**config.mk**
```make
export PLATFORM = sky130hd
export DESIGN_NAME = timer_event_flags_and_compare_ctl
export DESIGN_NICKNAME = d
export VERILOG_FILES = /design/src/hw/cmp_ref_unit.v /design/src/hw/timer_event_flags_and_compare_ctl.v
export VERILOG_INCLUDE_DIRS = /design/src /design/src/hw
export SDC_FILE = /design/constraint.sdc
export NUM_CORES = 1
export LEC_CHECK = 0
export BUFFER_PORTS_ARGS = -buffer_cell sky130_fd_sc_hd__clkbuf_2
export CAP_MARGIN = 20
export CORE_MARGIN = 2
export CORE_UTILIZATION = 48
export DETAILED_ROUTE_END_ITERATION = 7
export GPL_TIMING_DRIVEN = 0
export PLACE_DENSITY = 0.7
export SYNTH_ARGS = -nofsm -noshare
export SYNTH_HDL_FRONTEND = slang
export SYNTH_SLANG_ARGS = --single-unit
```
**constraint.sdc**
```tcl
create_clock -name clk_i -period 3.06 [get_ports clk_i]
set_input_delay 0.153 -clock clk_i [delete_from_list [all_inputs] [get_ports clk_i]]
set_output_delay 0.153 -clock clk_i [all_outputs]
set_load 0.03 [all_outputs]
```
**src/hw/timer_evt_defs.vh**
```
`ifndef TIMER_EVT_DEFS_VH
`define TIMER_EVT_DEFS_VH

// Register byte offsets on the bus.
`define OFS_ENABLE 8'h0c
`define OFS_FLAGS 8'h10
`define OFS_EVGEN 8'h14
`define OFS_CHCTL 8'h18
`define OFS_CV0 8'h34
`define OFS_CV1 8'h38

// Bit positions in the enable, flag and event generation registers.
`define BIT_UPD 0
`define BIT_CH0 1
`define BIT_TRG 6
`define BIT_UPD_DMA 8
`define BIT_CH0_DMA 9
`define BIT_OVC0 9

// Implemented bits and reset value.
`define ENABLE_MASK 16'h5f5f
`define FLAG_MASK 16'h1e5f
`define GEN_MASK 16'h005f
`define RST16 16'h0000

// Field positions inside one channel byte of the channel control register.
`define CF_MS 0
`define CF_FEN 2
`define CF_SEN 3
`define CF_CTL 4
`define CF_CEN 7
`define CH_SPAN 8

// Channel mode and protection encodings.
`define MODE_OUT 2'b00
`define WRITE_PROTECT_LEVEL_FULL 2'b11

// Reference control encodings.
`define REF_FROZEN 3'b000
`define REF_SET 3'b001
`define REF_CLR 3'b010
`define REF_TOG 3'b011
`define REF_LOW 3'b100
`define REF_HIGH 3'b101
`define REF_PWM0 3'b110
`define REF_PWM1 3'b111

// Slave mode encodings that matter for trigger events.
`define SLV_OFF 3'b000
`define SLV_PAUSE 3'b101

`endif

```
**src/hw/cmp_ref_unit.v**
```verilog
`timescale 1ns/1ps
`default_nettype none
`include "timer_evt_defs.vh"

module cmp_ref_unit #(
  parameter CNT_W = 16
) (
  // Clock and reset.
  input wire clk_i,
  input wire rst_i,
  // Channel setup.
  input wire [2:0] mode_i,
  input wire clear_en_i,
  input wire ext_clear_i,
  input wire out_mode_i,
  // Counter and compare value.
  input wire [CNT_W-1:0] count_i,
  input wire [CNT_W-1:0] cmp_i,
  input wire count_down_i,
  // Reference and compare event.
  output wire ref_o,
  output wire match_evt_o
);

  reg ref_reg;
  reg match_prev_reg;
  reg lvl_prev_reg;
  reg [2:0] mode_prev_reg;
  reg match_evt_reg;

  wire match = (count_i == cmp_i);
  wire pwm_act = count_down_i ? !(count_i > cmp_i) : (count_i < cmp_i);
  wire lvl = (mode_i == `REF_PWM1) ? !pwm_act : pwm_act;

  assign ref_o = ref_reg;
  assign match_evt_o = match_evt_reg;

  // Reference update; toggling uses the match edge so a stalled counter toggles once.
  always @(posedge clk_i) begin
    if (rst_i) begin
      ref_reg <= 1'b0;
      match_prev_reg <= 1'b0;
      lvl_prev_reg <= 1'b0;
      mode_prev_reg <= `REF_FROZEN;
      match_evt_reg <= 1'b0;
    end else begin
      match_prev_reg <= match;
      lvl_prev_reg <= lvl;
      mode_prev_reg <= mode_i;
      match_evt_reg <= out_mode_i & match & !match_prev_reg;
      if (clear_en_i && ext_clear_i) begin
        ref_reg <= 1'b0;
      end else begin
        case (mode_i)
          `REF_FROZEN: ref_reg <= ref_reg;
          `REF_SET: if (match) ref_reg <= 1'b1;
          `REF_CLR: if (match) ref_reg <= 1'b0;
          `REF_TOG: if (match && !match_prev_reg) ref_reg <= !ref_reg;
          `REF_LOW: ref_reg <= 1'b0;
          `REF_HIGH: ref_reg <= 1'b1;
          default: begin
            if (mode_prev_reg == `REF_FROZEN || lvl != lvl_prev_reg) ref_reg <= lvl;
          end
        endcase
      end
    end
  end

endmodule // cmp_ref_unit
`default_nettype wire

```
**src/hw/timer_event_flags_and_compare_ctl.v**
```verilog
// Function
// - Channel 0 and update DMA requests only when bits 9 and 8 enable them.
// - Interrupt asserted only for flags whose enable bit is set.
// - Capture while channel flag already set raises its over-capture flag.
// - Trigger event sets trigger flag, held until software clears it.
// - Trigger on rising edge only when slave mode is not off; in pause mode on both edges.
// - Channel flag set by capture in input mode, compare in output mode.
// - Update event sets update flag until software clears it.
// - Trigger generation bit sets trigger flag and self-clears.
// - Channel generation bit sets flag, captures in input mode on channels 0 and 1, self-clears.
// - Update generation reinitialises counter and prescaler, then self-clears.
// - Mode field writable only while channel disabled; three input selections.
// - Clear enable forces reference low while external trigger high.
// - Modes 000 to 011: hold, set, clear, toggle on match.
// - Modes 100 and 101 force reference low or high.
// - PWM mode 0 level follows counter versus compare value.
// - PWM mode 1 is the inverse of PWM mode 0.
// - PWM reference changes only on entry from hold or result change.
// - Control and shadow bits locked under full protection in output mode.
// - Shadow enable defers compare value to the next update event.
// - Reference active high; outputs use their own polarity bits.
`timescale 1ns/1ps
`default_nettype none
`include "timer_evt_defs.vh"

module timer_event_flags_and_compare_ctl #(
  parameter CNT_W = 16
) (
  // Clock and reset.
  input wire clk_i,
  input wire rst_i,
  // Wishbone slave.
  input wire [7:0] adr_i,
  input wire [31:0] dat_i,
  input wire [3:0] sel_i,
  input wire we_i,
  input wire cyc_i,
  input wire stb_i,
  output reg [31:0] dat_o,
  output reg ack_o,
  // Counter core and slave controller.
  input wire [CNT_W-1:0] timer_count_value_i,
  input wire count_down_i,
  input wire hw_update_i,
  input wire trigger_input_i,
  input wire [2:0] slave_mode_i,
  // Channel status from the rest of the timer.
  input wire [3:0] ch_enable_i,
  input wire [3:0] ch_hw_evt_i,
  input wire [1:0] ch_upper_input_i,
  input wire [1:0] write_protect_level_i,
  input wire filtered_ext_trigger_i,
  // Output polarity settings.
  input wire ch_zero_out_polarity_i,
  input wire ch_zero_compl_polarity_i,
  input wire ch_one_out_polarity_i,
  // Requests and channel outputs.
  output reg irq_o,
  output reg update_dma_req_o,
  output reg ch_zero_dma_req_o,
  output reg counter_reinit_o,
  output reg [1:0] ch_ref_o,
  output reg ch_zero_out_o,
  output reg ch_zero_out_compl_o,
  output reg ch_one_out_o
);

  ////////////////////////////////////////////////////////////////////////////
  // Declarations.

  reg [15:0] enable_reg;
  reg [15:0] flags_reg;
  reg [15:0] flags_next;
  reg [15:0] gen_reg;
  reg [15:0] chctl_reg;
  reg [15:0] chctl_next;
  reg [CNT_W-1:0] cv_pre_reg [0:1];
  reg [CNT_W-1:0] cv_act_reg [0:1];
  reg trg_prev_reg;
  reg [31:0] rd_data;
  reg [15:0] clr_mask;
  reg [3:0] ch_in;
  reg [3:0] ch_evt;
  reg [3:0] cap_evt;
  integer i;
  integer j;
  integer k;
  integer m;

  wire [1:0] ref_w;
  wire [1:0] match_w;
  wire [15:0] wdat = dat_i[15:0];
  wire [15:0] lane = {{8{sel_i[1]}}, {8{sel_i[0]}}};

  ////////////////////////////////////////////////////////////////////////////
  // Bus timing.

  // Writes land on the edge where the master samples ack, so a write
  // is applied once per ack; a request held on is acked and applied again every second cycle.
  wire req = cyc_i & stb_i;
  wire wr = req & we_i & ack_o;
  wire wr_enable = wr & (adr_i == `OFS_ENABLE);
  wire wr_flags = wr & (adr_i == `OFS_FLAGS);
  wire wr_gen = wr & (adr_i == `OFS_EVGEN);
  wire wr_chctl = wr & (adr_i == `OFS_CHCTL);
  wire wr_cv0 = wr & (adr_i == `OFS_CV0);
  wire wr_cv1 = wr & (adr_i == `OFS_CV1);

  // Ack one cycle after the request; read data is latched with it.
  always @(posedge clk_i) begin
    if (rst_i) begin
      ack_o <= 1'b0;
      dat_o <= 32'h0000_0000;
    end else begin
      ack_o <= req & !ack_o;
      if (req && !ack_o) begin
        dat_o <= rd_data;
      end
    end
  end

  // Read multiplexer; unmapped addresses and the generation register read zero.
  always @* begin
    rd_data = 32'h0000_0000;
    case (adr_i)
      `OFS_ENABLE: rd_data[15:0] = enable_reg;
      `OFS_FLAGS: rd_data[15:0] = flags_reg;
      `OFS_CHCTL: rd_data[15:0] = chctl_reg;
      `OFS_CV0: rd_data[CNT_W-1:0] = cv_pre_reg[0];
      `OFS_CV1: rd_data[CNT_W-1:0] = cv_pre_reg[1];
      default: rd_data = 32'h0000_0000;
    endcase
  end

  ////////////////////////////////////////////////////////////////////////////
  // Events.

  wire trg_edge = (slave_mode_i == `SLV_PAUSE) ? (trigger_input_i ^ trg_prev_reg) :
                  ((slave_mode_i != `SLV_OFF) & trigger_input_i & !trg_prev_reg);
  wire trg_evt = trg_edge | gen_reg[`BIT_TRG];
  wire upd_evt = hw_update_i | gen_reg[`BIT_UPD];

  // Channel events; channels 0 and 1 take compare matches from their own units.
  always @* begin
    ch_in = {ch_upper_input_i, chctl_reg[`CH_SPAN+`CF_MS +: 2] != `MODE_OUT,
             chctl_reg[`CF_MS +: 2] != `MODE_OUT};
    ch_evt = ch_hw_evt_i | gen_reg[`BIT_CH0 +: 4];
    for (i = 0; i < 2; i = i + 1) begin
      if (!ch_in[i]) begin
        ch_evt[i] = match_w[i] | gen_reg[`BIT_CH0+i];
      end
    end
    cap_evt = ch_evt & ch_in;
  end

  ////////////////////////////////////////////////////////////////////////////
  // Flags.

  // A set in the same cycle as a software clear wins, so no event is lost.
  always @* begin
    clr_mask = wr_flags ? (~wdat & lane) : `RST16;
    flags_next = flags_reg & ~clr_mask;
    if (upd_evt) flags_next[`BIT_UPD] = 1'b1;
    if (trg_evt) flags_next[`BIT_TRG] = 1'b1;
    for (j = 0; j < 4; j = j + 1) begin
      if (ch_evt[j]) flags_next[`BIT_CH0+j] = 1'b1;
      if (cap_evt[j] && flags_reg[`BIT_CH0+j]) flags_next[`BIT_OVC0+j] = 1'b1;
    end
    flags_next = flags_next & `FLAG_MASK;
  end

  always @(posedge clk_i) begin
    if (rst_i) begin
      flags_reg <= `RST16;
      trg_prev_reg <= 1'b0;
    end else begin
      flags_reg <= flags_next;
      trg_prev_reg <= trigger_input_i;
    end
  end

  ////////////////////////////////////////////////////////////////////////////
  // Enable and event generation registers.

  // Generation bits live for exactly one cycle after the write, then clear.
  always @(posedge clk_i) begin
    if (rst_i) begin
      enable_reg <= `RST16;
      gen_reg <= `RST16;
    end else begin
      if (wr_enable) begin
        enable_reg <= ((wdat & lane) | (enable_reg & ~lane)) & `ENABLE_MASK;
      end
      gen_reg <= wr_gen ? (wdat & lane & `GEN_MASK) : `RST16;
    end
  end

  ////////////////////////////////////////////////////////////////////////////
  // Channel control register.

  // Each channel byte is guarded on its own, so a locked channel 0 does not
  // stop a half-word write from reaching channel 1.
  always @* begin
    chctl_next = chctl_reg;
    if (wr_chctl) begin
      for (k = 0; k < 2; k = k + 1) begin
        if (sel_i[k]) begin
          chctl_next[`CH_SPAN*k+`CF_CEN] = wdat[`CH_SPAN*k+`CF_CEN];
          chctl_next[`CH_SPAN*k+`CF_FEN] = wdat[`CH_SPAN*k+`CF_FEN];
          if (!(write_protect_level_i == `WRITE_PROTECT_LEVEL_FULL &&
                chctl_reg[`CH_SPAN*k+`CF_MS +: 2] == `MODE_OUT)) begin
            chctl_next[`CH_SPAN*k+`CF_CTL +: 3] = wdat[`CH_SPAN*k+`CF_CTL +: 3];
            chctl_next[`CH_SPAN*k+`CF_SEN] = wdat[`CH_SPAN*k+`CF_SEN];
          end
          if (!ch_enable_i[k]) begin
            chctl_next[`CH_SPAN*k+`CF_MS +: 2] = wdat[`CH_SPAN*k+`CF_MS +: 2];
          end
        end
      end
    end
  end

  always @(posedge clk_i) begin
    if (rst_i) begin
      chctl_reg <= `RST16;
    end else begin
      chctl_reg <= chctl_next;
    end
  end

  ////////////////////////////////////////////////////////////////////////////
  // Compare values.

  // The preload copy is what software reads back; the active copy feeds the
  // comparator. A capture writes both so the captured count reads at once.
  always @(posedge clk_i) begin
    if (rst_i) begin
      for (m = 0; m < 2; m = m + 1) begin
        cv_pre_reg[m] <= {CNT_W{1'b0}};
        cv_act_reg[m] <= {CNT_W{1'b0}};
      end
    end else begin
      for (m = 0; m < 2; m = m + 1) begin
        if (cap_evt[m]) begin
          cv_pre_reg[m] <= timer_count_value_i;
          cv_act_reg[m] <= timer_count_value_i;
        end else if ((m == 0 && wr_cv0) || (m == 1 && wr_cv1)) begin
          cv_pre_reg[m] <= dat_i[CNT_W-1:0];
          if (!chctl_reg[`CH_SPAN*m+`CF_SEN]) begin
            cv_act_reg[m] <= dat_i[CNT_W-1:0];
          end
        end else if (upd_evt && chctl_reg[`CH_SPAN*m+`CF_SEN]) begin
          cv_act_reg[m] <= cv_pre_reg[m];
        end
      end
    end
  end

  ////////////////////////////////////////////////////////////////////////////
  // Reference units.

  cmp_ref_unit #(
    .CNT_W(CNT_W)
  ) u_ref0 (
    .clk_i(clk_i),
    .rst_i(rst_i),
    .mode_i(chctl_reg[`CF_CTL +: 3]),
    .clear_en_i(chctl_reg[`CF_CEN]),
    .ext_clear_i(filtered_ext_trigger_i),
    .out_mode_i(!ch_in[0]),
    .count_i(timer_count_value_i),
    .cmp_i(cv_act_reg[0]),
    .count_down_i(count_down_i),
    .ref_o(ref_w[0]),
    .match_evt_o(match_w[0])
  );

  cmp_ref_unit #(
    .CNT_W(CNT_W)
  ) u_ref1 (
    .clk_i(clk_i),
    .rst_i(rst_i),
    .mode_i(chctl_reg[`CH_SPAN+`CF_CTL +: 3]),
    .clear_en_i(chctl_reg[`CH_SPAN+`CF_CEN]),
    .ext_clear_i(filtered_ext_trigger_i),
    .out_mode_i(!ch_in[1]),
    .count_i(timer_count_value_i),
    .cmp_i(cv_act_reg[1]),
    .count_down_i(count_down_i),
    .ref_o(ref_w[1]),
    .match_evt_o(match_w[1])
  );

  ////////////////////////////////////////////////////////////////////////////
  // Requests and outputs.

  // Interrupt level follows flags one cycle later; DMA requests are pulses.
  always @(posedge clk_i) begin
    if (rst_i) begin
      irq_o <= 1'b0;
      update_dma_req_o <= 1'b0;
      ch_zero_dma_req_o <= 1'b0;
      counter_reinit_o <= 1'b0;
      ch_ref_o <= 2'b00;
      ch_zero_out_o <= 1'b0;
      ch_zero_out_compl_o <= 1'b0;
      ch_one_out_o <= 1'b0;
    end else begin
      irq_o <= |(flags_reg[`BIT_TRG:`BIT_UPD] & enable_reg[`BIT_TRG:`BIT_UPD]);
      update_dma_req_o <= upd_evt & enable_reg[`BIT_UPD_DMA];
      ch_zero_dma_req_o <= ch_evt[0] & enable_reg[`BIT_CH0_DMA];
      counter_reinit_o <= gen_reg[`BIT_UPD];
      ch_ref_o <= ref_w;
      ch_zero_out_o <= ref_w[0] ^ ch_zero_out_polarity_i;
      ch_zero_out_compl_o <= !ref_w[0] ^ ch_zero_compl_polarity_i;
      ch_one_out_o <= ref_w[1] ^ ch_one_out_polarity_i;
    end
  end

endmodule // timer_event_flags_and_compare_ctl
`default_nettype wire

```
==> impl_metrics.env <==
export IMPL_relSlewSlack_pct=35.05
export IMPL_path_cells="inv_1 > ha_1 > nand4_1 > nor4_2 > nand2_1 > o31ai_1 > xor2_1 > a2111oi_0 > a211oi_1 > mux2i_1"
export IMPL_die_area_sq_um=17060
export IMPL_synth_area_leaders="edfxtp_1, dfxtp_1, mux2i_1, ha_1, nor2_1"
export IMPL_ant_nets=0
export IMPL_finalCriticalPeriod_ns=2.842
export IMPL_worstSetupPathType="flip-flop to flip-flop"
export IMPL_min_to="chctl_reg[0]"
export IMPL_worst_hold_path_type="input pin to flip-flop"
export IMPL_tightest_slew_ns=0.9661
export IMPL_route_detailed_drc=0
export IMPL_drt_total_wl_mm=22.33
export IMPL_grt_pass1_wl_mm=34.25
export IMPL_post_synth_top_area_fraction_pct=24.97
export IMPL_synthAdderAreaFrac_pct=5.202
export IMPL_synth_compound_area_share_pct=17.54
export IMPL_r2r_start="cv_act_reg[0][15]"
export IMPL_synth_simple_area_share_pct=16.71
export IMPL_setup_viol=0
export IMPL_ff2ff_setup_slack_ns=0.22
export IMPL_nets=1074
export IMPL_antennaDiodeCount=0
export IMPL_syn_inst=825
export IMPL_cp_top_family="simple AND/OR/NAND/NOR gates"
export IMPL_slowest_stage="nor4_2"
export IMPL_end_kind="flip-flop"
export IMPL_fin_cells=1184
export IMPL_n_fill_cell=1432
export IMPL_synth_seq_cells=149
export IMPL_cp_arrival_ns=3.15
export IMPL_core_area_sq_um=15770
export IMPL_grt_max_degree=17
export IMPL_grt_pass1_vias=6193
export IMPL_ys_types=56
export IMPL_p_leak_nw=3.561
export IMPL_yosysWarnings=0
export IMPL_avgSynthCellArea_sq_um=9.329
export IMPL_required_ns=3.37
export IMPL_path_buf_inv=1
export IMPL_synthArstFlopShare_pct=0
export IMPL_io_pins=129
export IMPL_die_y_um=130.6
export IMPL_synth_edf_count=64
export IMPL_power_density_nw_per_um2=501.0
export IMPL_finalMaxSlewViolations=0
export IMPL_clock_skew_ns=0.008405
export IMPL_cts_root_buf="clkbuf_16"
export IMPL_dp_cells=1146
export IMPL_wl_per_cell_um=18.86
export IMPL_hold_violations=0
export IMPL_peakVddDrop_uv=375.5
export IMPL_r2r_end="u_ref0.ref_o"
export IMPL_rows=46
export IMPL_initial_core_util_pct=48.80
export IMPL_clock_fmax_ghz=0.3519
export IMPL_syn2layout_area_growth_pct=18.55
export IMPL_first_pass_iters=7
export IMPL_rsz0062_at_grt="no"
export IMPL_post_cts_setup_buffer_count=0
export IMPL_ys_flop_type="dfxtp_1"
export IMPL_viasPerCell=5.647
export IMPL_syn_area_sq_um=7696
export IMPL_fin_crit_sh_pct=92.87
export IMPL_synth_mux_area_fraction_pct=6.763
export IMPL_maxCapViolCount=0
export IMPL_tritoncts="built"
export IMPL_mostFrequentLayoutCells="nor2_1, nand2_1, clkbuf_2, dfxtp_1, a21oi_1"
export IMPL_synth_top_family_by_area="compound AO/OA/AOI/OAI gates"
export IMPL_r2r_cells=10
export IMPL_dr_first_iter_drc_count=567
export IMPL_place_hpwl_mm=16.63
export IMPL_die_width_um=130.6
export IMPL_final_common_cell="nor2_1"
export IMPL_hp_start="ch_enable_i[0]"
export IMPL_ys_seq_area_share_pct=47.08
export IMPL_track_usage_pct=27.33
export IMPL_place_gp_congestion=0.8944
export IMPL_min_delay_path_depth=4
export IMPL_h_tree_depth=4
export IMPL_antenna_found_initial=0
export IMPL_outcome="completed"
export IMPL_clock_sinks=149
export IMPL_num_vias=6686
export IMPL_total_power_mw=4.571
export IMPL_path_max_fanout=4
export IMPL_io_buffer_count=90
export IMPL_clk_pin_slew_ns=0.06
export IMPL_clockBufferDepth=2
export IMPL_cp_start_kind="flip-flop"
export IMPL_fin_util_pct=57.85
export IMPL_synth_top_cell_by_area="edfxtp_1"
export IMPL_critPathMaxStageDelay_ns=0.69
export IMPL_grt_overflow_total=0
export IMPL_cts_buffers=17
export IMPL_drive_gt1_share_pct=17.25
export IMPL_clk_latency_ns=0.43
export IMPL_synthXorXnorAreaFrac_pct=0.7966
-- synthesized netlist by cell type, types with 3 or more instances --
master / n
a22oi_1: 13
ha_1: 32
a22o_1: 16
o211ai_1: 6
mux2i_1: 52
buf_1: 5
or2_2: 5
and2_1: 7
a21oi_1: 65
clkbuf_1: 29
nand4_1: 8
a2111oi_0: 4
nand3_1: 13
nor2b_1: 21
and3_1: 5
a31oi_1: 3
a311oi_1: 10
nand2_1: 95
a211oi_1: 4
nand3b_1: 4
nor3_1: 3
buf_2: 9
buf_4: 16
nor2_1: 99
dfxtp_1: 85
buf_6: 3
o21ai_1: 9
xor2_1: 5
o21ai_0: 61
inv_1: 33
a222oi_1: 6
edfxtp_1: 64
nand2b_1: 3
-- worst reg2reg max path: cells and delay by family, from the launching register on --
kind            cells  cell delay (ns)
compound gates      3             0.72
xor+xnor            1             0.18
fa+ha+maj           1             0.30
buf+inv             1             0.04
flops               1             0.32
mux                 1             0.13
simple gates        3             1.04
-- routing by layer --
metal	track usage, %	routed length [um]	up-vias
met5	0	0	-
met4	12.20	786	0
met3	5.293	1613	49
met2	42.95	10270	278
met1	36.84	9664	3184
li1	-	-	3175
-- logic make-up after synthesis --
kind of cell,Yosys count
compound gates,212
flops,149
other cells,1
simple gates,277
xor+xnor,7
mux,52
buf+inv,95
fa+ha+maj,32
-- per-stage QoR --
stage	setup slack [ns]	hold WS (ns)	setup TNS, ns	cell area (sq um)
2_1_floorplan	0.5824	0.2747	0	7752
3_3_place_gp	-0.09652	0.3905	-0.09652	8473
3_5_place_dp	-0.1186	0.3980	-0.1772	8473
4_1_cts	0.01675	0.02217	0	9114
5_1_grt	0.05743	0.04687	0	9124
6_report	0.2182	0.03841	0	9124
-- cell type report --
cell class | count | area [sq um] | area share [%]
inverters | 33 | 123.9 | 1.358
plain buffers | 62 | 326.6 | 3.579
clock buffers | 22 | 475.5 | 5.211
flip-flops and latches | 149 | 3623 | 39.71
repair buffers | 96 | 510.5 | 5.595
multi-input cells | 596 | 3701 | 40.57
well taps | 216 | 270.3 | 2.962
clock inverters | 10 | 92.59 | 1.015
-- where the power goes --
group | switching, mW | internal [mW] | total, mW
clock network | 0.843 | 1.19 | 2.04
registers | 0.0269 | 2.12 | 2.14
logic | 0.258 | 0.130 | 0.389
total | 1.13 | 3.44 | 4.57
-- worst max path at each step --
stage | startpoint | end | cells past startpoint | slack (ns)
floorplan | ack_o | cv_act_reg[0][0] | 9 | 0.58
global placement | timer_count_value_i[15] | u_ref0.ref_o | 10 | -0.1
detailed placement | timer_count_value_i[15] | u_ref0.ref_o | 10 | -0.12
CTS | chctl_reg[1] | cv_act_reg[0][10] | 10 | 0.02
global route | ack_o | cv_act_reg[1][15] | 7 | 0.06
finish | cv_act_reg[0][15] | u_ref0.ref_o | 10 | 0.22
-- what timing repair did --
action,4_1_cts,5_1_grt
gates resized for setup,2,3
endpoints found under the setup margin,2,17
endpoints found under the hold margin,6,0
hold buffers,6,0
No activity file was read; power rests on OpenSTA's default activity.
